File: src/rtl/arsb_pkg.sv
/*
 Constants, types and helpers shared by both ends of the task-register link.
 Assumes one clock of 20 MHz shared by both ends.
*/
`default_nettype none
package arsb_pkg;
	// Task register addresses on the link
	localparam logic [3:0] A_ERR = 4'h1;
	localparam logic [3:0] A_CNT = 4'h2;
	localparam logic [3:0] A_AD0 = 4'h3;
	localparam logic [3:0] A_AD1 = 4'h4;
	localparam logic [3:0] A_AD2 = 4'h5;
	localparam logic [3:0] A_DH = 4'h6;
	localparam logic [3:0] A_STCMD = 4'h7;
	localparam logic [3:0] A_ALTCTL = 4'h8;
	// Values after any reset, then status and error codes and bit positions
	localparam logic [7:0] RST_CNT = 8'h01;
	localparam logic [7:0] RST_AD0 = 8'h01;
	localparam logic [7:0] RST_AD1 = 8'h00;
	localparam logic [7:0] RST_AD2 = 8'h00;
	localparam logic [7:0] RST_DH = 8'h00;
	localparam logic [7:0] RST_STAT = 8'h50;
	localparam logic [7:0] STAT_ERR = 8'h51;
	localparam logic [7:0] ERR_ABORT = 8'h04;
	localparam logic [7:0] DIAG_OK = 8'h01;
	localparam logic [7:0] DIAG_FMT = 8'h02;
	localparam logic [7:0] DIAG_BUF = 8'h03;
	localparam logic [7:0] DIAG_ECC = 8'h04;
	localparam logic [7:0] DIAG_CPU = 8'h05;
	localparam int BSY_BIT = 7;
	localparam int DH_LBA_BIT = 6;
	localparam int CTL_SOFTWARE_RESET_BIT_BIT = 2;
	localparam logic [7:0] CTL_SOFTWARE_RESET_BIT_ON = 8'h04;
	localparam logic [7:0] CTL_SOFTWARE_RESET_BIT_OFF = 8'h00;
	// Commands and set-features codes
	localparam logic [7:0] CMD_DIAG = 8'h90;
	localparam logic [7:0] CMD_INITP = 8'h91;
	localparam logic [7:0] CMD_SETF = 8'hEF;
	localparam logic [7:0] CMD_STBY = 8'hE2;
	localparam logic [7:0] CMD_STBYI = 8'hE0;
	localparam logic [7:0] CMD_SLEEP = 8'hE6;
	localparam logic [7:0] CMD_IDLE = 8'hE3;
	localparam logic [7:0] FEAT_REVERT_ON = 8'hCC;
	localparam logic [7:0] FEAT_REVERT_OFF = 8'h66;
	// Translation
	localparam logic [7:0] DEF_SPT = 8'h3F;
	localparam logic [4:0] DEF_HPC = 5'h10;
	localparam logic [15:0] MAX_CYL = 16'hFFFF;
	localparam logic [27:0] DEF_CAPACITY = 28'h010_0000;
	// Host register file (byte offsets) and fields
	localparam logic [3:0] H_OFF_CTRL = 4'h0;
	localparam logic [3:0] H_OFF_LBA = 4'h4;
	localparam logic [3:0] H_OFF_CMD = 4'h8;
	localparam logic [3:0] H_OFF_STAT = 4'hC;
	localparam int HC_GO = 0;
	localparam int HC_SOFTWARE_RESET_BIT = 1;
	localparam int HC_LINK = 2;
	localparam int HC_PWROFF = 3;
	localparam int HL_MODE = 28;
	localparam logic [31:0] H_RST_REG = 32'h0000_0000;
	localparam logic [1:0] RESP_OKAY = 2'h0;
	localparam logic [1:0] RESP_SLVERR = 2'h2;

	typedef enum logic [1:0] {PM_ACTIVE, PM_IDLE, PM_STBY, PM_SLEEP} arsb_pmode_e;
	typedef enum logic [1:0] {K_POR, K_LINK, K_SOFT, K_DIAG} arsb_kind_e;

	function automatic logic [27:0] arsb_chs2lba(input logic [15:0] c, input logic [3:0] h,
		input logic [7:0] s, input logic [4:0] hpc, input logic [7:0] spt);
		logic [31:0] t;
		t = ({16'h0000, c} * {27'h000_0000, hpc} + {28'h000_0000, h}) * {24'h00_0000, spt}
			+ {24'h00_0000, s} - 32'h0000_0001;
		return t[27:0];
	endfunction
endpackage
`default_nettype wire

File: src/rtl/arsb_if.sv
/*
 Task-register link between host controller and drive end.
 Assumes both ends run on the same aclk; no clock inside.
*/
`timescale 1ns/10ps
`default_nettype none
interface arsb_if;
	logic wr;
	logic rd;
	logic [3:0] addr;
	logic [7:0] wdata;
	logic [7:0] rdata;
	logic rvalid;
	logic link_rst;
	modport dev (input wr, input rd, input addr, input wdata, input link_rst, output rdata, output rvalid);
	modport hst (output wr, output rd, output addr, output wdata, output link_rst, input rdata, input rvalid);
endinterface
`default_nettype wire

File: src/rtl/arsb_device.sv
/*
 Drive end: reset handling, task registers, translation and address checks.
 Assumes media, diagnostics, cache and head actuator sit on the user ports.
*/
// The AXI4-Lite register port and the register offsets are this design's own decisions.
// Notes on behaviour
// - Power-on: init, diagnose, spin, defaults, timer
// - Link reset: abort, registers, timer; no diagnostics
// - Soft reset on bit set then cleared
// - Abort pulsed at once; registers load only after write cache flushed
// - Soft reset reverts settings only if enabled
// - Reset in sleep goes to standby
// - Load default task register values on reset
// - Error register carries diagnostic codes 01h-05h
// - Error reads 01h pass, else failing code
// - Max-address security cleared only at power-on
// - Standby and sleep unload heads before completing
// - Host puts drive in standby before removing power
// - Device/head bit 6 selects linear addressing
// - Sector, head, cylinder limits checked per translation
// - Init parameters recompute logical cylinder count
// - Block address from cylinder, head, sector
// - Linear address spread over four registers
// - Default and current translation reported
// - Status reset value sets ready and seek
`timescale 1ns/10ps
`default_nettype none
module arsb_device
	import arsb_pkg::*;
#(
	parameter logic [27:0] CAPACITY = DEF_CAPACITY
)
(
	input wire logic aclk,
	input wire logic aresetn,
	arsb_if.dev lnk,
	input wire logic power_up_standby,
	input wire logic [7:0] diag_code,
	input wire logic diag_done,
	input wire logic cache_dirty,
	input wire logic unload_done,
	output logic diag_req,
	output logic flush_req,
	output logic unload_req,
	output logic hw_init,
	output logic spin_up,
	output logic timer_reset,
	output logic setmax_clear,
	output logic settings_revert,
	output logic abort_host,
	output var arsb_pmode_e power_mode,
	output logic media_req,
	output logic [7:0] media_cmd,
	output logic [27:0] media_lba,
	output logic [7:0] cur_spt,
	output logic [4:0] cur_hpc,
	output logic [15:0] cur_cyl,
	output logic [7:0] def_spt,
	output logic [4:0] def_hpc,
	output logic [15:0] def_cyl
);
	typedef enum logic [7:0] {
		S_POR = 8'h01,
		S_DIAG = 8'h02,
		S_FLUSH = 8'h04,
		S_LOAD = 8'h08,
		S_CYL = 8'h10,
		S_READY = 8'h20,
		S_UNLD = 8'h40,
		S_XLAT = 8'h80
	} arsb_dstate_e;

	typedef struct packed {
		arsb_dstate_e st;
		arsb_kind_e kind;
		arsb_pmode_e pmode;
		logic [7:0] err;
		logic [7:0] diag_last;
		logic [7:0] cnt;
		logic [7:0] a0;
		logic [7:0] a1;
		logic [7:0] a2;
		logic [7:0] dh;
		logic [7:0] feat;
		logic [7:0] stat;
		logic [7:0] cmd;
		logic software_reset_bit;
		logic revert_en;
		logic [7:0] spt;
		logic [4:0] hpc;
		logic [15:0] cyl;
		logic [15:0] dcyl;
		logic [27:0] rem;
		logic [7:0] rdata;
		logic rvalid;
		logic hw_init;
		logic spin_up;
		logic timer_reset;
		logic setmax_clear;
		logic settings_revert;
		logic abort_host;
		logic media_req;
		logic [27:0] media_lba;
	} arsb_dev_s;

	arsb_dev_s d;
	arsb_dev_s next_d;
	logic busy;
	logic [12:0] prod;
	logic [27:0] lba;
	logic chs_ok;

	assign busy = d.st != S_READY;
	assign prod = {5'h00, d.spt} * {8'h00, d.hpc};
	assign lba = d.dh[DH_LBA_BIT] ? {d.dh[3:0], d.a2, d.a1, d.a0}
		: arsb_chs2lba({d.a2, d.a1}, d.dh[3:0], d.a0, d.hpc, d.spt);
	assign chs_ok = d.a0 != 8'h00 && d.a0 <= d.spt && {1'b0, d.dh[3:0]} < d.hpc
		&& {d.a2, d.a1} < d.cyl;

	always_comb
	begin
		next_d = d;
		next_d.rvalid = 1'b0;
		next_d.hw_init = 1'b0;
		next_d.spin_up = 1'b0;
		next_d.timer_reset = 1'b0;
		next_d.setmax_clear = 1'b0;
		next_d.settings_revert = 1'b0;
		next_d.abort_host = 1'b0;
		next_d.media_req = 1'b0;
		if (lnk.rd)
		begin
			next_d.rvalid = 1'b1;
			// While busy every address answers with status
			if (busy)
				next_d.rdata = {1'b1, d.stat[6:0]};
			else if (lnk.addr == A_ERR)
				next_d.rdata = d.err;
			else if (lnk.addr == A_CNT)
				next_d.rdata = d.cnt;
			else if (lnk.addr == A_AD0)
				next_d.rdata = d.a0;
			else if (lnk.addr == A_AD1)
				next_d.rdata = d.a1;
			else if (lnk.addr == A_AD2)
				next_d.rdata = d.a2;
			else if (lnk.addr == A_DH)
				next_d.rdata = d.dh;
			else if (lnk.addr == A_STCMD || lnk.addr == A_ALTCTL)
				next_d.rdata = d.stat;
			else
				next_d.rdata = 8'h00;
		end
		case (d.st)
			S_POR:
			begin
				next_d.hw_init = 1'b1;
				next_d.setmax_clear = 1'b1;
				next_d.timer_reset = 1'b1;
				next_d.spin_up = !power_up_standby;
				next_d.pmode = power_up_standby ? PM_STBY : PM_IDLE;
				next_d.kind = K_POR;
				next_d.st = S_DIAG;
			end
			S_DIAG:
				if (diag_done)
				begin
					next_d.diag_last = diag_code;
					next_d.err = diag_code;
					next_d.stat = RST_STAT;
					next_d.st = d.kind == K_POR ? S_LOAD : S_READY;
				end
			S_FLUSH:
				if (!cache_dirty)
					next_d.st = S_LOAD;
			S_LOAD:
			begin
				next_d.cnt = RST_CNT;
				next_d.a0 = RST_AD0;
				next_d.a1 = RST_AD1;
				next_d.a2 = RST_AD2;
				next_d.dh = RST_DH;
				next_d.stat = RST_STAT;
				next_d.err = d.diag_last;
				if (d.pmode == PM_SLEEP)
					next_d.pmode = PM_STBY;
				if (d.kind == K_POR || d.revert_en)
				begin
					next_d.settings_revert = 1'b1;
					next_d.spt = DEF_SPT;
					next_d.hpc = DEF_HPC;
					next_d.cyl = 16'h0000;
					next_d.rem = CAPACITY;
					next_d.st = S_CYL;
				end
				else
					next_d.st = S_READY;
			end
			S_CYL:
				// One cylinder per cycle; trades speed for no divider
				if (prod != 13'h0000 && d.rem >= {15'h0000, prod} && d.cyl != MAX_CYL)
				begin
					next_d.rem = d.rem - {15'h0000, prod};
					next_d.cyl = d.cyl + 16'h0001;
				end
				else
				begin
					if (d.spt == DEF_SPT && d.hpc == DEF_HPC)
						next_d.dcyl = d.cyl;
					next_d.st = S_READY;
				end
			S_UNLD:
				if (unload_done && !cache_dirty)
				begin
					next_d.pmode = d.cmd == CMD_SLEEP ? PM_SLEEP : PM_STBY;
					next_d.stat = RST_STAT;
					next_d.st = S_READY;
				end
			S_XLAT:
			begin
				next_d.st = S_READY;
				if (d.dh[DH_LBA_BIT] || chs_ok)
				begin
					next_d.media_req = 1'b1;
					next_d.media_lba = lba;
					next_d.stat = RST_STAT;
				end
				else
				begin
					next_d.err = ERR_ABORT;
					next_d.stat = STAT_ERR;
				end
			end
			S_READY:
				// Sleeping interface ignores register writes but a reset; reads still answer
				if (lnk.wr && d.pmode != PM_SLEEP)
				begin
					if (lnk.addr == A_ERR)
						next_d.feat = lnk.wdata;
					else if (lnk.addr == A_CNT)
						next_d.cnt = lnk.wdata;
					else if (lnk.addr == A_AD0)
						next_d.a0 = lnk.wdata;
					else if (lnk.addr == A_AD1)
						next_d.a1 = lnk.wdata;
					else if (lnk.addr == A_AD2)
						next_d.a2 = lnk.wdata;
					else if (lnk.addr == A_DH)
						next_d.dh = lnk.wdata;
					else if (lnk.addr == A_STCMD)
					begin
						next_d.cmd = lnk.wdata;
						next_d.stat = {d.stat[7:1], 1'b0};
						case (lnk.wdata)
							CMD_DIAG:
							begin
								next_d.kind = K_DIAG;
								next_d.st = S_DIAG;
							end
							CMD_INITP:
								if (d.cnt != 8'h00)
								begin
									next_d.spt = d.cnt;
									next_d.hpc = 5'({1'b0, d.dh[3:0]} + 5'h01);
									next_d.cyl = 16'h0000;
									next_d.rem = CAPACITY;
									next_d.st = S_CYL;
								end
								else
								begin
									next_d.err = ERR_ABORT;
									next_d.stat = STAT_ERR;
								end
							CMD_SETF:
							begin
								if (d.feat == FEAT_REVERT_ON)
									next_d.revert_en = 1'b1;
								else if (d.feat == FEAT_REVERT_OFF)
									next_d.revert_en = 1'b0;
								next_d.stat = RST_STAT;
							end
							CMD_STBY, CMD_STBYI, CMD_SLEEP:
								next_d.st = S_UNLD;
							CMD_IDLE:
							begin
								next_d.pmode = PM_IDLE;
								next_d.stat = RST_STAT;
							end
							default:
								next_d.st = S_XLAT;
						endcase
					end
				end
			default:
				next_d.st = S_POR;
		endcase
		if (lnk.wr && lnk.addr == A_ALTCTL)
			next_d.software_reset_bit = lnk.wdata[CTL_SOFTWARE_RESET_BIT_BIT];
		// Resets override whatever the state machine chose
		if (lnk.link_rst || (lnk.wr && lnk.addr == A_ALTCTL && d.software_reset_bit && !lnk.wdata[CTL_SOFTWARE_RESET_BIT_BIT]))
		begin
			next_d.kind = lnk.link_rst ? K_LINK : K_SOFT;
			next_d.timer_reset = lnk.link_rst;
			next_d.abort_host = 1'b1;
			next_d.stat = {1'b1, d.stat[6:0]};
			next_d.st = S_FLUSH;
		end
	end

	always_ff @(posedge aclk)
	begin
		if (!aresetn)
		begin
			d <= '0;
			d.st <= S_POR;
		end
		else
			d <= next_d;
	end

	assign lnk.rdata = d.rdata;
	assign lnk.rvalid = d.rvalid;
	assign diag_req = d.st == S_DIAG;
	assign flush_req = d.st == S_FLUSH || d.st == S_UNLD;
	assign unload_req = d.st == S_UNLD && !cache_dirty;
	assign hw_init = d.hw_init;
	assign spin_up = d.spin_up;
	assign timer_reset = d.timer_reset;
	assign setmax_clear = d.setmax_clear;
	assign settings_revert = d.settings_revert;
	assign abort_host = d.abort_host;
	assign power_mode = d.pmode;
	assign media_req = d.media_req;
	assign media_cmd = d.cmd;
	assign media_lba = d.media_lba;
	assign cur_spt = d.spt;
	assign cur_hpc = d.hpc;
	assign cur_cyl = d.cyl;
	assign def_spt = DEF_SPT;
	assign def_hpc = DEF_HPC;
	assign def_cyl = d.dcyl;
endmodule // arsb_device
`default_nettype wire

File: src/flat_wrapper.sv
// flat-port wrapper written by rule: the top's interface ports become plain ports
module arsb_device_flat import arsb_pkg::*;
#(
	parameter logic [27:0] CAPACITY = DEF_CAPACITY
)
  (aclk, aresetn, power_up_standby, diag_code, diag_done, cache_dirty, unload_done, diag_req, flush_req, unload_req, hw_init, spin_up, timer_reset, setmax_clear, settings_revert, abort_host, power_mode, media_req, media_cmd, media_lba, cur_spt, cur_hpc, cur_cyl, def_spt, def_hpc, def_cyl, lnk_wr, lnk_rd, lnk_addr, lnk_wdata, lnk_link_rst, lnk_rdata, lnk_rvalid);
  arsb_if lnk_i ();
  input wire logic aclk;
  input wire logic aresetn;
  input wire logic power_up_standby;
  input wire logic [7:0] diag_code;
  input wire logic diag_done;
  input wire logic cache_dirty;
  input wire logic unload_done;
  output logic diag_req;
  output logic flush_req;
  output logic unload_req;
  output logic hw_init;
  output logic spin_up;
  output logic timer_reset;
  output logic setmax_clear;
  output logic settings_revert;
  output logic abort_host;
  output var arsb_pmode_e power_mode;
  output logic media_req;
  output logic [7:0] media_cmd;
  output logic [27:0] media_lba;
  output logic [7:0] cur_spt;
  output logic [4:0] cur_hpc;
  output logic [15:0] cur_cyl;
  output logic [7:0] def_spt;
  output logic [4:0] def_hpc;
  output logic [15:0] def_cyl;
  input wire logic [$bits(lnk_i.wr)-1:0] lnk_wr;
  input wire logic [$bits(lnk_i.rd)-1:0] lnk_rd;
  input wire logic [$bits(lnk_i.addr)-1:0] lnk_addr;
  input wire logic [$bits(lnk_i.wdata)-1:0] lnk_wdata;
  input wire logic [$bits(lnk_i.link_rst)-1:0] lnk_link_rst;
  output wire logic [$bits(lnk_i.rdata)-1:0] lnk_rdata;
  output wire logic [$bits(lnk_i.rvalid)-1:0] lnk_rvalid;
  assign lnk_i.wr = lnk_wr;
  assign lnk_i.rd = lnk_rd;
  assign lnk_i.addr = lnk_addr;
  assign lnk_i.wdata = lnk_wdata;
  assign lnk_i.link_rst = lnk_link_rst;
  assign lnk_rdata = lnk_i.rdata;
  assign lnk_rvalid = lnk_i.rvalid;
  arsb_device #(.CAPACITY(CAPACITY)) u_core (.aclk(aclk), .aresetn(aresetn), .lnk(lnk_i), .power_up_standby(power_up_standby), .diag_code(diag_code), .diag_done(diag_done), .cache_dirty(cache_dirty), .unload_done(unload_done), .diag_req(diag_req), .flush_req(flush_req), .unload_req(unload_req), .hw_init(hw_init), .spin_up(spin_up), .timer_reset(timer_reset), .setmax_clear(setmax_clear), .settings_revert(settings_revert), .abort_host(abort_host), .power_mode(power_mode), .media_req(media_req), .media_cmd(media_cmd), .media_lba(media_lba), .cur_spt(cur_spt), .cur_hpc(cur_hpc), .cur_cyl(cur_cyl), .def_spt(def_spt), .def_hpc(def_hpc), .def_cyl(def_cyl));
endmodule
File: config.mk
export PLATFORM = sky130hd
export DESIGN_NAME = arsb_device_flat
export DESIGN_NICKNAME = d
export VERILOG_FILES = /design/src/rtl/arsb_pkg.sv /design/src/rtl/arsb_if.sv /design/src/rtl/arsb_device.sv /design/src/flat_wrapper.sv
export SDC_FILE = /design/constraint.sdc
export NUM_CORES = 1
export LEC_CHECK = 0
export BUFFER_PORTS_ARGS = -buffer_cell sky130_fd_sc_hd__buf_4
export CORE_ASPECT_RATIO = 1.1
export CORE_MARGIN = 2
export CORE_UTILIZATION = 64
export CTS_BUF_LIST = sky130_fd_sc_hd__clkbuf_2
export CTS_CLUSTER_DIAMETER = 200
export CTS_CLUSTER_SIZE = 24
export DETAILED_ROUTE_END_ITERATION = 10
export HOLD_SLACK_MARGIN = 0.1
export PLACE_DENSITY = 0.8
export SYNTH_ARGS = -nofsm -noshare
export SYNTH_HDL_FRONTEND = slang
export SYNTH_SLANG_ARGS = --single-unit
File: constraint.sdc
create_clock -name aclk -period 11.16 [get_ports aclk]
set_input_delay 0.558 -clock aclk [delete_from_list [all_inputs] [get_ports aclk]]
set_output_delay 0.558 -clock aclk [all_outputs]
set_load 0.05 [all_outputs]
* Word level (Yosys, flattened, before mapping)
Cells that the tools add are included.
Cells by class: multipliers 3, eq/ne operators 78, shifts and indexed selects 0, $lt $le $gt $ge 4, mux-type cells 103, reductions and logical operators 59, bitwise operators 9, $add $sub $neg 6, divide/modulo/power cells 0
Operators by type and width (count):
- two-way mux 28 bit | 13
- two-way mux 29 bit | 12
- two-way mux 8 bit | 27
- two-way mux 16 bit | 10
- two-way mux 20 bit | 8
- one-hot mux 28 bit (3 select lines) | 1
- equality test 8 bit, second input constant | 10
- one-hot mux 40 bit (2 select lines) | 1
- two-way mux 64 bit | 1
- one-hot mux 8 bit (4 select lines) | 2
- one-hot mux 8 bit (8 select lines) | 1
- one-hot mux 16 bit (3 select lines) | 1
- AND reduction 14 bit | 3
- two-way mux 40 bit | 1
- one-hot mux 8 bit (5 select lines) | 1
- AND reduction 13 bit | 3
- AND reduction 12 bit | 3
- multiplier 32 x 8 -> 28 bit | 1
- two-way mux 32 bit | 1
- != test 2 bit, second input constant | 15
- adder 28 x 8 -> 28 bit | 1
- greater-or-equal comparator 28 x 13 -> 1 bit | 1
- subtractor 28 x 1 -> 28 bit, second input constant | 1
- subtractor 28 x 13 -> 28 bit | 1
- 64 further kinds | 143
Storage, ports and cells: bits of input ports 29, output and inout port bits 115, logic and storage cells 295, bits in read-only memories 0, bits in writable memories 0, register bits after elaboration 211, bits in latches 0, memories kept 0

* Longest topological paths before layout
word-level depth 13, depth in mapped cells 38, depth with buffers taken out 36

* Worst setup path before layout
Ideal clock, no wire load.
path type register to register, start point register u_core.d, in the netlist u_core.cur_hpc[1], end point register u_core.d, in the netlist u_core.media_lba[27], arrival time 8447 ps, cell stages (with the launch flop) 33, path slack 2581 ps, buffers on the path 2, required time 11028 ps, path through dfxtp_1 clkbuf_1 clkbuf_1 and2_1 fa_1 ha_1 ha_1 ha_1 fa_1 a21o_1 a31oi_1 a21oi_1 o311ai_0 nand3_1 o41ai_1 xnor2_1 nand2_1 fa_1 inv_1 fa_1 fa_1 fa_1 ha_1 ha_1 a21oi_1 o21ai_0 o31ai_1 a21oi_1 a221o_1 xnor2_1 xnor2_1 o211ai_1 a21oi_1
Between the ends: word-level cells in the longest chain between the ends 6
Ends and longest elaborated chain:
- from (decl) | RTL line arsb_device.sv:106 | arsb_dev_s d;
- from (signal assigned) | RTL line arsb_device.sv:318 | d <= next_d;
- multiplier 16 x 5 -> 21 bit | RTL line arsb_pkg.sv:70 | t = ({16'h0000, c} * {27'h000_0000, hpc} + {28'h000_0000, h}) * {24'h00_0000, spt}
- adder 21 x 4 -> 22 bit | RTL line arsb_pkg.sv:70
- multiplier 32 x 8 -> 28 bit | RTL line arsb_pkg.sv:70
- adder 28 x 8 -> 28 bit | RTL line arsb_pkg.sv:71 | + {24'h00_0000, s} - 32'h0000_0001;
- subtractor 28 x 1 -> 28 bit | RTL line arsb_pkg.sv:71
- two-way mux 28 bit | RTL line arsb_device.sv:115 | assign lba = d.dh[DH_LBA_BIT] ? {d.dh[3:0], d.a2, d.a1, d.a0}
Parallel ways exist; a longest one is shown, timed or not. A chain may end at the register's enable or synchronous reset.

* Final worst setup path
start point register u_core.d, in the netlist u_core.cur_hpc[3], end point register u_core.d, in the netlist u_core.media_lba[24]
Same word-level chain as after synthesis.

==> flow_metrics.env <==
export IMPL_areaGrowthSynthToFinish_pct=4.11
export IMPL_yosysUniqueCellTypes=85
export IMPL_cts_buffers=12
export IMPL_coreArea_um2=32500
export IMPL_cts_tree="done"
export IMPL_outcome="finished clean"
export IMPL_min_path_cells=2
export IMPL_p_leak_nw=10.1
export IMPL_endpoint_kind="flop"
export IMPL_clock_latency_ns=0.93
export IMPL_die_h_um=195
export IMPL_yosys_warnings=0
export IMPL_post_cts_setup_buffers=0
export IMPL_rsz0062_at_grt="false"
export IMPL_r2r_end="u_core.media_lba[24]$_SDFFE_PN0P_"
export IMPL_fin_util=0.681
export IMPL_synth_top_family_by_area="adder cells"
export IMPL_start_util=0.654
export IMPL_final_cell_mix="inv_1 (299), nand2_1 (281), nor2_1 (230)"
export IMPL_htree_levels=1
export IMPL_setup_tns_ns=0
export IMPL_synth_edf_count=0
export IMPL_synthXorXnorAreaFrac=0.0239
export IMPL_power_density_nw_per_um2=51.0
export IMPL_worst_slew_pin_slew_ns=1.28
export IMPL_r2r_slack_ns=1.00
export IMPL_grt_pass1_vias=18700
export IMPL_finalCriticalPeriod_ns=10.16
export IMPL_postRouteAntennaNets=0
export IMPL_dp_hpwl_mm=43.8
export IMPL_clkTransAtPathRegs_ns=0.56
export IMPL_grt_usage=0.336
export IMPL_post_route_drc_count=0
export IMPL_ys_seq_area_frac=0.193
export IMPL_cts_path_max_buffers=3
export IMPL_crit_arrival_ns=11.06
export IMPL_irDropWorstVdd_mv=0.122
export IMPL_cp_start_kind="flop"
export IMPL_wl_mm=57.3
export IMPL_fmax_mhz=98.5
export IMPL_synthAdderAreaFrac=0.294
export IMPL_hold_viol_final=0
export IMPL_ioPinCount=144
export IMPL_rows=69
export IMPL_layout_cells_most_common="inv_1"
export IMPL_crit_slowest_cell="dfxtp_1"
export IMPL_maxCapViolCount=0
export IMPL_antenna_found_initial=2
export IMPL_place_gp_congestion=0.960
export IMPL_syn_avg_cell_area_um2=8.15
export IMPL_grt_max_degree=78
export IMPL_synth_main_ff_cell="dfxtp_1"
export IMPL_grt_overflow=0
export IMPL_critical_path_class="reg2reg"
export IMPL_power_w=0.00113
export IMPL_dieWidth_um=178
export IMPL_cp_max_fo=26
export IMPL_clock_skew_ns=0.165
export IMPL_hold_path_class="in2reg"
export IMPL_vias_per_cell=6.04
export IMPL_port_buffers=130
export IMPL_fin_nets=3007
export IMPL_hold_ws_ns=0.139
export IMPL_cp_required_ns=12.06
export IMPL_die_area_um2=34700
export IMPL_async_flop_share=0
export IMPL_root_buffer="clkbuf_2"
export IMPL_first_iter_violations=1470
export IMPL_yosys_area_share_simple=0.210
export IMPL_layout_drive_gt1_share=0.0778
export IMPL_relSlewSlack=0.142
export IMPL_syn_area_um2=21200
export IMPL_synth_mux_area_fraction=0.0226
export IMPL_netlist_instances=2606
export IMPL_grt_pass1_wl_mm=94.2
export IMPL_timing_rr_start="u_core.cur_hpc[3]$_SDFFE_PN0P_"
export IMPL_slew_viol_final=0
export IMPL_drt_pass1_iter_count=5
export IMPL_ys_seq_elements=205
export IMPL_dpl_cell_area_um2=21700
export IMPL_ff2ff_path_depth=33
export IMPL_fill_cells=2709
export IMPL_cpMostUsedCell="fa_1"
export IMPL_setup_viol=0
export IMPL_min_to="u_core.media_lba[25]$_SDFFE_PN0P_"
export IMPL_vias=18300
export IMPL_synth_compound_area_frac=0.145
export IMPL_stdcell_area_um2=22100
export IMPL_cts_sinks=205
export IMPL_finalCritPeriodShare=0.910
export IMPL_slowest_delay_ns=0.98
export IMPL_hp_start="aresetn"
export IMPL_wl_per_cell_um=19.0
repair_timing:
| action | CTS | global route |
|---|---|---|
| endpoints found under the setup margin | 0 | 0 |
| hold buffers | 29 | 0 |
| gates resized for setup | 0 | 0 |
| hold endpoints to repair | 49 | 0 |
cell type report:
class	count	area, um^2	area share
sequential	205	4100	0.186
tap	426	533	0.0241
clock buffer	13	65.1	0.00294
timing repair buffer	181	1430	0.0647
multi-input combinational	1895	14800	0.670
inverter	301	1130	0.0512
clock inverter	2	15.0	0.000679
antenna	2	5.00	0.000226
Yosys cell counts (all sizes together) (13+ instances only):
cell | count | share of area
inv | 300 | 0.053
nand2 | 281 | 0.050
nor2 | 230 | 0.041
dfxtp | 205 | 0.19
fa | 196 | 0.18
ha | 186 | 0.11
a21oi | 157 | 0.037
and2 | 123 | 0.036
buf | 120 | 0.041
clkbuf | 96 | 0.017
nand3 | 86 | 0.020
o21ai | 74 | 0.017
nor3 | 44 | 0.010
mux2i | 40 | 0.019
a21o | 38 | 0.013
xnor2 | 36 | 0.015
a211oi | 33 | 0.012
nand2b | 27 | 0.0080
o21a | 22 | 0.0078
xor2 | 22 | 0.0091
and3 | 20 | 0.0059
a22oi | 19 | 0.0067
nor2b | 19 | 0.0056
nor4 | 18 | 0.0066
o31ai | 15 | 0.0053
or2 | 13 | 0.0038
or3 | 13 | 0.0041
per-layer routing:
layer  track usage  wire length (um)  up-vias  part of all wire
li1              -                 -     8552                 -
met1         0.428             23000     8705              0.40
met2         0.574             27600      823              0.48
met3        0.0428              4210      176             0.073
met4         0.139              2480        0             0.043
met5             0                 0        -                 0
power by group:
group | leakage, nW | total (W) | switching, W | internal [W]
Combinational | 8.40 | 0.000106 | 0.0000736 | 0.0000320
Sequential | 1.65 | 0.000750 | 0.00000535 | 0.000745
Clock | 0.0616 | 0.000271 | 0.000237 | 0.0000339
Total | 10.1 | 0.00113 | 0.000316 | 0.000811
how the worst max path moves through the flow:
stage                                        start                           endpoint  slack (ns)  cells past startpoint
CTS                 u_core.cur_hpc[3]$_SDFFE_PN0P_  u_core.media_lba[24]$_SDFFE_PN0P_        1.16                     33
finish              u_core.cur_hpc[3]$_SDFFE_PN0P_  u_core.media_lba[24]$_SDFFE_PN0P_        1.00                     33
global route        u_core.cur_hpc[2]$_SDFFE_PN0P_  u_core.media_lba[24]$_SDFFE_PN0P_        0.35                     33
floorplan           u_core.cur_hpc[1]$_SDFFE_PN0P_  u_core.media_lba[27]$_SDFFE_PN0P_        2.58                     32
detailed placement  u_core.cur_hpc[3]$_SDFFE_PN0P_  u_core.media_lba[27]$_SDFFE_PN0P_        1.26                     36
global placement    u_core.cur_hpc[3]$_SDFFE_PN0P_  u_core.media_lba[27]$_SDFFE_PN0P_        1.47                     36
critical path: cells and delay by family, from the launching register on:
kind | cells | cell delay, ns
flops | 1 | 0.98
buf+inv | 4 | 0.34
fa+ha+maj | 10 | 4.46
simple gates | 8 | 1.17
compound gates | 11 | 3.17
registers in the layout, summed over array words and instances (netlist names):
signal	cells
u_core.media_cmd	8
u_core.cur_hpc	5
u_core.cur_cyl	16
u_core.timer_reset	1
u_core.spin_up	1
u_core.media_lba	28
u_core.d	107
u_core.lnk.rvalid	1
u_core.setmax_clear	1
u_core.lnk.rdata	8
u_core.power_mode	2
u_core.cur_spt	8
u_core.settings_revert	1
u_core.def_cyl	16
u_core.media_req	1
u_core.abort_host	1
per-stage QoR:
stage	setup slack, ns	std cells
after floorplan	2.58	2617
after global placement	1.47	2979
after detailed placement	1.26	2979
after CTS	1.16	3023
after global routing	0.354	3024
final	1.00	3025
kinds of logic after synthesis:
logic type                 Yosys count
and+or+nand+nor                    924
buffers and inverters              517
AOI/OAI and AO/OA                  471
adders and majority gates          382
DFF                                205
xor gates and xnor gates            58
muxes                               47
other                                2
Power figures use the tool's default switching activity.
